[src/design/pmtb_pkg.sv]
// Package: register map, field layout, reset values and carriers of the master time base
package pmtb_pkg;

  // Register byte offsets on the Wishbone bus
  localparam logic [7:0] OFS_PERIOD   = 8'h00;
  localparam logic [7:0] OFS_COMPARE  = 8'h04;
  localparam logic [7:0] OFS_CONTROL  = 8'h08;
  localparam logic [7:0] OFS_IRQ_STAT = 8'h0C;
  localparam logic [7:0] OFS_IRQ_MASK = 8'h10;
  localparam logic [7:0] OFS_RUN      = 8'h14;
  localparam logic [7:0] OFS_COUNTER  = 8'h18;

  // Values after reset
  localparam logic [15:0] RST_PERIOD  = 16'hFFF8;
  localparam logic [15:0] RST_COMPARE = 16'h0000;
  localparam logic [15:0] RST_CONTROL = 16'h0000;
  localparam logic [2:0]  RST_IRQ     = 3'h0;

  // Field positions
  localparam int CMP_LSB       = 3;  // Compare count starts here
  localparam int CTRL_PEND_BIT = 12; // Special event pending, hardware owned
  localparam int RUN_EN_BIT    = 0;  // Module enable in run register

  // Interrupt status bit positions
  localparam int IRQ_TRIG  = 0;
  localparam int IRQ_BOUND = 1;
  localparam int IRQ_SYNC  = 2;
  localparam int IRQ_W     = 3;

  // Timing figures of the counter step and the compare resolution
  localparam int STEP_PS = 1040;
  localparam int RES_PS  = 8320;

  // Control register layout
  typedef struct packed {
    logic [2:0] unused;
    logic       eventIrqPending;
    logic       eventIrqEnable;
    logic       immediatePeriodUpdate;
    logic       syncPolarityInvert;
    logic       syncOutputEnable;
    logic       externalSyncEnable;
    logic [2:0] syncSourceSelect;
    logic [3:0] eventPostscaleSelect;
  } pmtb_ctrl_t;

  // Wishbone request as seen by the slave
  typedef struct packed {
    logic        cyc;
    logic        stb;
    logic        we;
    logic [3:0]  sel;
    logic [7:0]  adr;
    logic [31:0] dat;
  } pmtb_wbreq_t;

endpackage

[src/design/pmtb_top.sv]
// Master time base: period, special event compare, secondary control, Wishbone slave
// Function
// - Full 16-bit read/write period value for the primary time base.
// - 13-bit compare count in bits 15..3; a match produces the special event.
// - Compare register bits 2..0 are not implemented and read zero.
// - One count step per clock; compare resolves to eight steps.
// - Control bit 8 enables the synchronization output.
// - Hardware pending flag shows a pending special event interrupt; not writable.
// - Interrupt enable bit allows or blocks the special event interrupt.
// - Immediate update loads period at once, else at the cycle boundary or whenever the module is disabled.
// - Four-bit postscaler emits one trigger per eventPostscaleSelect+1 compare matches.
module pmtb_top #(
  parameter int CNT_W = 16
) (
  // Clock and reset
  input  wire logic        clock,
  input  wire logic        rst_n,
  // Wishbone slave
  input  wire logic        wbCyc,
  input  wire logic        wbStb,
  input  wire logic        wbWe,
  input  wire logic [3:0]  wbSel,
  input  wire logic [7:0]  wbAdr,
  input  wire logic [31:0] wbDatI,
  output logic      [31:0] wbDatO,
  output logic             wbAck,
  // Synchronization pins
  input  wire logic        syncIn,
  output logic             syncOut,
  // Event outputs
  output logic             eventTrig,
  output logic             irq
);

  // Elaboration check: registers, counter and compare grid are fixed at 16 bits
  if (CNT_W != 16) begin : gWidthCheck
    $error("pmtb_top: CNT_W must be 16");
  end

  ////////////////////////////////////////////////////////////////////////////
  // Bus decode
  pmtb_pkg::pmtb_wbreq_t req;
  logic                  ack_ff;
  logic                  wrStrobe;
  logic [15:0]           wrMask;

  assign req      = '{wbCyc, wbStb, wbWe, wbSel, wbAdr, wbDatI};
  // Write lands on the edge where the master sees ack
  assign wrStrobe = req.cyc && req.stb && req.we && ack_ff;
  assign wrMask   = {{8{req.sel[1]}}, {8{req.sel[0]}}};

  // Ack one cycle after the request, dropped the cycle after
  always_ff @(posedge clock or negedge rst_n) begin
    if (!rst_n) ack_ff <= 1'b0;
    else        ack_ff <= req.cyc && req.stb && !ack_ff;
  end
  assign wbAck = ack_ff;

  ////////////////////////////////////////////////////////////////////////////
  // Software registers
  logic [15:0]            periodBuf_ff;
  logic [15:0]            compare_ff;
  pmtb_pkg::pmtb_ctrl_t   ctrl_ff;
  logic [2:0]             irqMask_ff;
  logic                   enable_ff;
  logic [15:0]            ctrlNew;

  assign ctrlNew = (ctrl_ff & ~wrMask) | (req.dat[15:0] & wrMask);

  always_ff @(posedge clock or negedge rst_n) begin
    if (!rst_n) begin
      periodBuf_ff <= pmtb_pkg::RST_PERIOD;
      compare_ff   <= pmtb_pkg::RST_COMPARE;
      ctrl_ff      <= pmtb_pkg::RST_CONTROL;
      irqMask_ff   <= pmtb_pkg::RST_IRQ;
      enable_ff    <= 1'b0;
    end else if (wrStrobe) begin
      case (req.adr)
        pmtb_pkg::OFS_PERIOD:
          periodBuf_ff <= (periodBuf_ff & ~wrMask) | (req.dat[15:0] & wrMask);
        pmtb_pkg::OFS_COMPARE:
          compare_ff <= ((compare_ff & ~wrMask) | (req.dat[15:0] & wrMask))
                        & 16'hFFF8;
        pmtb_pkg::OFS_CONTROL: begin
          ctrl_ff                 <= ctrlNew;
          ctrl_ff.unused          <= 3'b000;
          ctrl_ff.eventIrqPending <= 1'b0;
        end
        pmtb_pkg::OFS_IRQ_MASK:
          if (req.sel[0]) irqMask_ff <= req.dat[2:0];
        pmtb_pkg::OFS_RUN:
          if (req.sel[0]) enable_ff <= req.dat[pmtb_pkg::RUN_EN_BIT];
        default: ;
      endcase
    end
  end

  ////////////////////////////////////////////////////////////////////////////
  // Primary master counter and active period
  logic [15:0] count_ff;
  logic [15:0] periodAct_ff;
  logic        syncPrev_ff;
  logic        syncActive;
  logic        syncEdge;
  logic        boundary;
  logic        periodWrite;

  // Polarity folds the input to an active-high view
  assign syncActive  = syncIn ^ ctrl_ff.syncPolarityInvert;
  assign syncEdge    = syncActive && !syncPrev_ff && ctrl_ff.externalSyncEnable;
  assign boundary    = enable_ff && (count_ff >= periodAct_ff);
  assign periodWrite = wrStrobe && req.adr == pmtb_pkg::OFS_PERIOD;

  always_ff @(posedge clock or negedge rst_n) begin
    if (!rst_n) syncPrev_ff <= 1'b0;
    else        syncPrev_ff <= syncActive;
  end

  // One count per clock; >= keeps a lowered period from running away
  always_ff @(posedge clock or negedge rst_n) begin
    if (!rst_n)                    count_ff <= 16'h0000;
    else if (!enable_ff)           count_ff <= 16'h0000;
    else if (syncEdge || boundary) count_ff <= 16'h0000;
    else                           count_ff <= count_ff + 16'h0001;
  end

  // Active period: immediate load, else held until the boundary; follows the buffer while disabled
  always_ff @(posedge clock or negedge rst_n) begin
    if (!rst_n)
      periodAct_ff <= pmtb_pkg::RST_PERIOD;
    else if (periodWrite && ctrl_ff.immediatePeriodUpdate)
      periodAct_ff <= (periodBuf_ff & ~wrMask) | (req.dat[15:0] & wrMask);
    else if (boundary || !enable_ff)
      periodAct_ff <= periodBuf_ff;
  end

  ////////////////////////////////////////////////////////////////////////////
  // Compare match and postscaler
  logic       cmpMatch;
  logic [3:0] psCount_ff;
  logic       trig_ff;

  // Low bits of the compare are zero, so matches fall on multiples of eight
  assign cmpMatch = enable_ff && (count_ff == compare_ff);

  always_ff @(posedge clock or negedge rst_n) begin
    if (!rst_n) begin
      psCount_ff <= 4'h0;
      trig_ff    <= 1'b0;
    end else begin
      trig_ff <= 1'b0;
      if (!enable_ff) begin
        psCount_ff <= 4'h0;
      end else if (cmpMatch) begin
        if (psCount_ff >= ctrl_ff.eventPostscaleSelect) begin
          psCount_ff <= 4'h0;
          trig_ff    <= 1'b1;
        end else begin
          psCount_ff <= psCount_ff + 4'h1;
        end
      end
    end
  end
  assign eventTrig = trig_ff;

  ////////////////////////////////////////////////////////////////////////////
  // Sync output: pulse on boundary, rests at inactive level
  logic syncOut_ff;

  always_ff @(posedge clock or negedge rst_n) begin
    if (!rst_n) syncOut_ff <= 1'b0;
    else syncOut_ff <= ctrl_ff.syncPolarityInvert
                       ^ (ctrl_ff.syncOutputEnable && boundary);
  end
  assign syncOut = syncOut_ff;

  ////////////////////////////////////////////////////////////////////////////
  // Interrupt status: sticky, write one to clear, set wins
  logic [2:0] irqStat_ff;
  logic [2:0] irqSet;
  logic [2:0] irqClr;
  logic [2:0] irqGate;

  assign irqSet  = {syncEdge, boundary, trig_ff};
  assign irqClr  = (wrStrobe && req.adr == pmtb_pkg::OFS_IRQ_STAT && req.sel[0])
                   ? req.dat[2:0] : 3'b000;
  assign irqGate = {2'b11, ctrl_ff.eventIrqEnable};

  always_ff @(posedge clock or negedge rst_n) begin
    if (!rst_n) irqStat_ff <= pmtb_pkg::RST_IRQ;
    else        irqStat_ff <= (irqStat_ff & ~irqClr) | irqSet;
  end

  // The special event also needs its own enable to reach the line
  assign irq = |(irqStat_ff & irqMask_ff & irqGate);

  ////////////////////////////////////////////////////////////////////////////
  // Read data, registered so it is stable while ack is high
  logic [31:0] nxt_rdData;
  logic [31:0] rdData_ff;
  logic [15:0] ctrlView;

  always_comb begin
    ctrlView                          = ctrl_ff;
    ctrlView[pmtb_pkg::CTRL_PEND_BIT] = irqStat_ff[pmtb_pkg::IRQ_TRIG];
  end

  always_comb begin
    case (req.adr)
      pmtb_pkg::OFS_PERIOD:   nxt_rdData = {16'h0000, periodBuf_ff};
      pmtb_pkg::OFS_COMPARE:  nxt_rdData = {16'h0000, compare_ff[15:3], 3'b000};
      pmtb_pkg::OFS_CONTROL:  nxt_rdData = {16'h0000, ctrlView};
      pmtb_pkg::OFS_IRQ_STAT: nxt_rdData = {29'h0000_0000, irqStat_ff};
      pmtb_pkg::OFS_IRQ_MASK: nxt_rdData = {29'h0000_0000, irqMask_ff};
      pmtb_pkg::OFS_RUN:      nxt_rdData = {31'h0000_0000, enable_ff};
      pmtb_pkg::OFS_COUNTER:  nxt_rdData = {16'h0000, count_ff};
      default:                nxt_rdData = 32'h0000_0000;
    endcase
  end

  always_ff @(posedge clock or negedge rst_n) begin
    if (!rst_n)                              rdData_ff <= 32'h0000_0000;
    else if (req.cyc && req.stb && !ack_ff)  rdData_ff <= nxt_rdData;
  end
  assign wbDatO = rdData_ff;
endmodule

[config.mk]
export PLATFORM = sky130hd
export DESIGN_NAME = pmtb_top
export DESIGN_NICKNAME = d
export VERILOG_FILES = /design/src/design/pmtb_pkg.sv /design/src/design/pmtb_top.sv
export SDC_FILE = /design/constraint.sdc
export NUM_CORES = 1
export LEC_CHECK = 0
export ABC_AREA = 1
export ABC_CLOCK_PERIOD_IN_PS = 2200
export BUFFER_PORTS_ARGS = -buffer_cell sky130_fd_sc_hd__buf_2
export CELL_PAD_IN_SITES_DETAIL_PLACEMENT = 0
export CELL_PAD_IN_SITES_GLOBAL_PLACEMENT = 1
export CORE_MARGIN = 4
export CORE_UTILIZATION = 25
export CTS_CLUSTER_DIAMETER = 40
export DETAILED_ROUTE_END_ITERATION = 10
export GPL_TIMING_DRIVEN = 0
export HOLD_SLACK_MARGIN = 0.03
export PLACE_DENSITY = 0.56
export SYNTH_ARGS = -nofsm -noshare
export SYNTH_HDL_FRONTEND = slang
export SYNTH_SLANG_ARGS = --single-unit
[constraint.sdc]
create_clock -name clock -period 2.2 [get_ports clock]
set_input_delay 0.11 -clock clock [delete_from_list [all_inputs] [get_ports clock]]
set_output_delay 0.11 -clock clock [all_outputs]
set_load 0.02 [all_outputs]
Word level (Yosys, flattened, before mapping)
Cells that the tools add are included.

Bits in registers: 120. Input bits: 50. Output and inout port bits: 36. Word-level logic and storage cells: 85.

Add/subtract/negate cells: 2. Magnitude comparators: 2. Equality and inequality tests: 8. Muxes and demuxes: 12. Bitwise operators: 15. Reductions and logical operators: 26.

Operators with widths (number): $pmux W16 S7 (1); $mux W16 (4); $and A16 B16 Y16 (3); $or A16 B16 Y16 (2); $eq A8 B5 Y1 const B (3); $add A16 B1 Y16 const B (1); $eq A16 B16 Y1 (1); $eq A8 B4 Y1 const B (2); $ge A16 B16 Y1 (1); $not A16 Y16 (1); $logic_and A1 B1 Y1 (13); $and A12 B12 Y12 (1); $mux W4 (3); $or A12 B12 Y12 (1); $and A3 B3 Y3 (3); $eq A8 B3 Y1 const B (1); $logic_not A8 Y1 (1); $reduce_and A2 Y1 (3); $reduce_and A3 Y1 (2); $add A4 B1 Y4 const B (1); $ge A4 B4 Y1 (1); $logic_not A1 Y1 (3); $mux W1 (3); $mux W3 (1); other kinds (7) (9).

Depth between registers and ports, before layout
Word-level depth: 9. Depth in mapped cells: 14. Mapped depth without buffers: 14.

Worst setup path after synthesis
OpenSTA, ideal clock, no wires.

Kind: flip-flop to flip-flop. From: reg periodAct_ff[3]. To: reg count_ff[10]. Library setup time: 0.072 ns. Data arrival time: 1.801 ns. Data required time: 2.128 ns. Slack: 0.328 ns. Cell stages (with the launch flop): 13. Buffers on the path: 1. Period minus slack after synthesis: 1.872 ns. Cells stage by stage: dfstp_2 inv_1 ha_1 nand2_1 nor2_1 nor2_1 nand2_1 nand2_1 nand2_1 a21oi_4 nand3_1 buf_2 nor2_1.

Word-level cells in the longest chain between the ends: 5.

Ends and longest elaborated chain: from (decl) (RTL line pmtb_top.sv:101) `logic [15:0] periodAct_ff;`; from (signal assigned) (RTL line pmtb_top.sv:130) `periodAct_ff <= pmtb_pkg::RST_PERIOD;`; from (signal assigned) (RTL line pmtb_top.sv:132) `periodAct_ff <= (periodBuf_ff & ~wrMask) | (req.dat[15:0] & wrMask);`; from (signal assigned) (RTL line pmtb_top.sv:134) `periodAct_ff <= periodBuf_ff;`; $ge A16 B16 Y1 (RTL line pmtb_top.sv:111) `assign boundary = enable_ff && (count_ff >= periodAct_ff);`; $logic_and A1 B1 Y1 (RTL line pmtb_top.sv:111); $logic_or A1 B1 Y1 (RTL line pmtb_top.sv:123) `else if (syncEdge || boundary) count_ff <= 16'h0000;`; $mux W16 (RTL line pmtb_top.sv:123); $mux W16 (RTL line pmtb_top.sv:122) `else if (!enable_ff) count_ff <= 16'h0000;`; to (signal assigned) (RTL line pmtb_top.sv:124) `else count_ff <= count_ff + 16'h0001;`; to (decl) (RTL line pmtb_top.sv:100) `logic [15:0] count_ff;`.

No other way between the ends. A chain may end at the register's enable or synchronous reset.

Worst setup path in the final report
From: reg count_ff[0]. To: reg psCount_ff[1].

Word-level cells in the longest chain between the ends: 3.

Ends and longest elaborated chain: $eq A16 B16 Y1 (RTL line pmtb_top.sv:144) `assign cmpMatch = enable_ff && (count_ff == compare_ff);`; $logic_and A1 B1 Y1 (RTL line pmtb_top.sv:144); $ne A2 B1 Y1 (no source line); to (signal assigned) (RTL line pmtb_top.sv:159) `psCount_ff <= psCount_ff + 4'h1;`; to (decl) (RTL line pmtb_top.sv:140) `logic [3:0] psCount_ff;`.

No other way between the ends.

==> impl_metrics.py <==
metrics = {
    "min_path": {
        "hold_class": "in2reg",
        "min_from": "wbDatI[3]",
    },
    "setup_path": {
        "crit_type": "reg2reg",
        "worstPathMaxFanout": 5,
        "worstSetupEndpointType": "register",
        "reg2reg_from": "count_ff[0]",
        "startpoint": "count_ff[0]",
        "start_kind": "register",
        "arrival_ns": 2.26,
        "required_ns": 2.44,
    },
    "run_status": {
        "status": "complete, no violations",
    },
    "power": {
        "power.density_nw_per_um2": 527,
        "vdd_ir_drop_max_v": 0.000329,
        "p_leak_nw": 3.69,
    },
    "run": {
        "cap_violations": 0,
    },
    "synth": {
        "synth-compound-area-share_pct": 12.6,
        "synth_cell_type_count": 39,
        "ys_seq_elements": 104,
        "yosysSeqAreaShare_pct": 43.2,
        "synthArstFlopShare_pct": 100,
        "synth_top_family_by_area": "simple AND/OR/NAND/NOR gates",
        "yosysTopAreaCell": "dfrtp_1",
        "syn_avg_cell_area_um2": 7.57,
        "synth_top_area_share_pct": 32.0,
        "synthCells": 805,
        "synth_xor_area_share_pct": 2.73,
        "synth_edf_count": 0,
        "yosys.area_share.simple_pct": 25.2,
        "synthFlopType": "dfrtp_1",
        "synthAdderAreaFrac_pct": 4.72,
        "synthTopCellsByArea": "dfrtp_1 32%, nand2_1 13%, dfstp_2 11%",
        "muxShareOfSynthArea_pct": 0.185,
        "yosysWarnings": 0,
        "synth_area_um2": 6100,
    },
    "sta": {
        "max_clock_freq_mhz": 494,
        "finalMaxSlewViolations": 0,
        "setup_tns_ns": 0,
        "hold_viol_final": 0,
        "tightestPinTransition_ns": 0.705,
        "relSlewSlack_pct": 53.0,
        "hold_slack_ns": 0.0314,
        "setup_viol": 0,
        "finClkSkew_ns": 0.0112,
        "min_period_ns": 2.02,
        "period_share_pct": 91.9,
        "rsz0062_at_grt": "no",
    },
    "route": {
        "vias_per_cell": 4.49,
        "post_drt_wl_per_cell_um": 17.3,
        "first_pass_iters": 5,
        "ant_nets": 0,
        "num_vias": 5457,
        "drc": 0,
        "first_iter_violations": 311,
        "drt-total-wl_um": 21100,
    },
    "clock_network": {
        "clk_pin_slew_ns": 0.07,
        "cts_max_level": 3,
        "cts_tree": "built",
        "root_buffer": "clkbuf_16",
        "clock_latency_ns": 0.36,
        "clk_path_buf_depth": 2,
        "cts_sinks": 104,
        "cts_buffers": 9,
    },
    "floorplan": {
        "start_util_pct": 25.7,
        "die_w_um": 164,
        "ioPinCount": 86,
        "core_um2": 23800,
        "die-area_um2": 27000,
        "dieHeight_um": 164,
        "core.rowCount": 56,
    },
    "final_layout": {
        "fillCellCount": 2648,
        "multi_input_area_um2": 2860,
        "regArea_um2": 2640,
        "final_nets": 965,
        "layoutNonFillerInstCount": 1216,
        "antennaDiodeCount": 0,
        "drive_gt1_share_pct": 15.9,
        "area_growth_pct": 19.7,
    },
    "placed_design": {
        "gp_congestion": 0.834,
        "dp.cells": 1189,
        "dp_hpwl_um": 16300,
        "port_buffers": 49,
    },
    "global_route": {
        "grtUsageMet2_pct": 26.6,
        "grt_start_max_net_pins": 54,
        "grt-ovfl-total": 0,
        "gr-usage-met3_pct": 2.86,
        "met1_usage_pct": 22.4,
        "track_usage_pct": 16.2,
        "grt_pass1_wl_um": 33000,
        "grt_pass1_vias": 5544,
        "antenna_found_initial": 0,
        "busiest_layer": "met2",
    },
}
==> path summary, 6_finish.rpt <==
check	depth (start not counted)	slack, ns	to
worst max register to register	9	0.18	psCount_ff[1]
worst min register to register	2	0.48	wbDatO[4]
worst max-delay path	9	0.18	psCount_ff[1]
min in group asynchronous	2	0.29	asynchronous set/reset pin
max in group asynchronous	3	1.20	periodAct_ff[3]
worst min-delay path	3	0.03	register
==> timing repair <==
action                                 in CTS  in global routing
gates cloned                                0                  1
pin swaps                                   1                  2
endpoints found under the hold margin      40                  0
setup endpoints to repair                  25                 35
hold buffers                                8                  0
gates resized for setup                     2                 15
setup buffers                               2                  1
==> cells in the final DEF (no fill, tap or decap), types with 2 or more instances in the layout <==
cell and n:
dlygate4sd3_1 8, dfstp_2 26, xnor2_1 5, nor2_4 2, nand3_2 3, xor2_1 14, nor2_2 6, o21ai_0 79
nor3_1 4, conb_1 16, o211ai_1 3, o22ai_1 23, a21oi_1 19, buf_4 17, nand2_1 212, nor2_1 59
buf_2 52, dfrtp_1 78, nand2_2 5, inv_2 2, ha_1 23, clkinvlp_4 3, buf_6 6, o21ai_1 11
clkbuf_1 18, buf_1 2, inv_1 115, nand4_1 30, nand3_1 29, clkbuf_16 10
==> worst max-delay path: stages, from the launching register on <==
cell and delay [ns]:
dfrtp_1 0.42, inv_1 0.13, ha_1 0.16, inv_1 0.04, nor2_1 0.23, nand4_1 0.13
nor2_1 0.42, nand2_1 0.21, nand3_1 0.12, nand2_1 0.05
==> cells in the mapped netlist (19+ instances only) <==
cell type  number
nand4_1        30
nand2_1       216
ha_1           23
nor2_1         62
o21ai_0        79
dfrtp_1        78
o22ai_1        23
a21oi_1        19
nand3_1        31
inv_1         116
dfstp_2        26
==> cells by family (layout without fill, tap and decap cells) <==
group | count (synthesis) | in the layout
compound gates | 141 | 141
xor+xnor | 19 | 19
fa+ha+maj | 23 | 23
buf+inv | 160 | 237
flops | 104 | 104
mux | 1 | 1
other cells | 1 | 16
simple gates | 356 | 356
==> metal layers <==
metal | vias to the layer above | routed length [um]
met5 | - | 0
met4 | 0 | 384
met3 | 23 | 785
met2 | 122 | 9770
met1 | 2570 | 10100
li1 | 2742 | -
==> power by group <==
part           internal [mW]  leakage (nW)  switching, mW  total, mW
clock                  0.884         0.132          0.775       1.66
sequential              1.93          1.20        0.00602       1.93
combinational         0.0822          2.36          0.171      0.253
total                   2.89          3.69          0.952       3.85
==> cell type report <==
class,count,area share (%)
Clock inverter,5,0.789
Timing Repair Buffer,62,5.68
Buffer,42,3.52
Sequential cell,104,36.1
Multi-Input combinational cell,556,39.2
Clock buffer,11,3.19
Inverter,117,6.02
Tap cell,319,5.47
==> through the flow <==
step	total power [mW]	util (%)	setup slack, ns	instance area, um2
2_1_floorplan	2.09	-	0.328	6150
4_1_cts	3.90	30.4	0.0329	7220
6_report	3.85	30.7	0.177	7300
5_1_grt	3.99	30.7	0.0162	7300
3_3_place_gp	2.21	28.6	-0.398	6800
3_5_place_dp	2.21	28.8	-0.128	6830
Power figures use the tool's default switching activity.
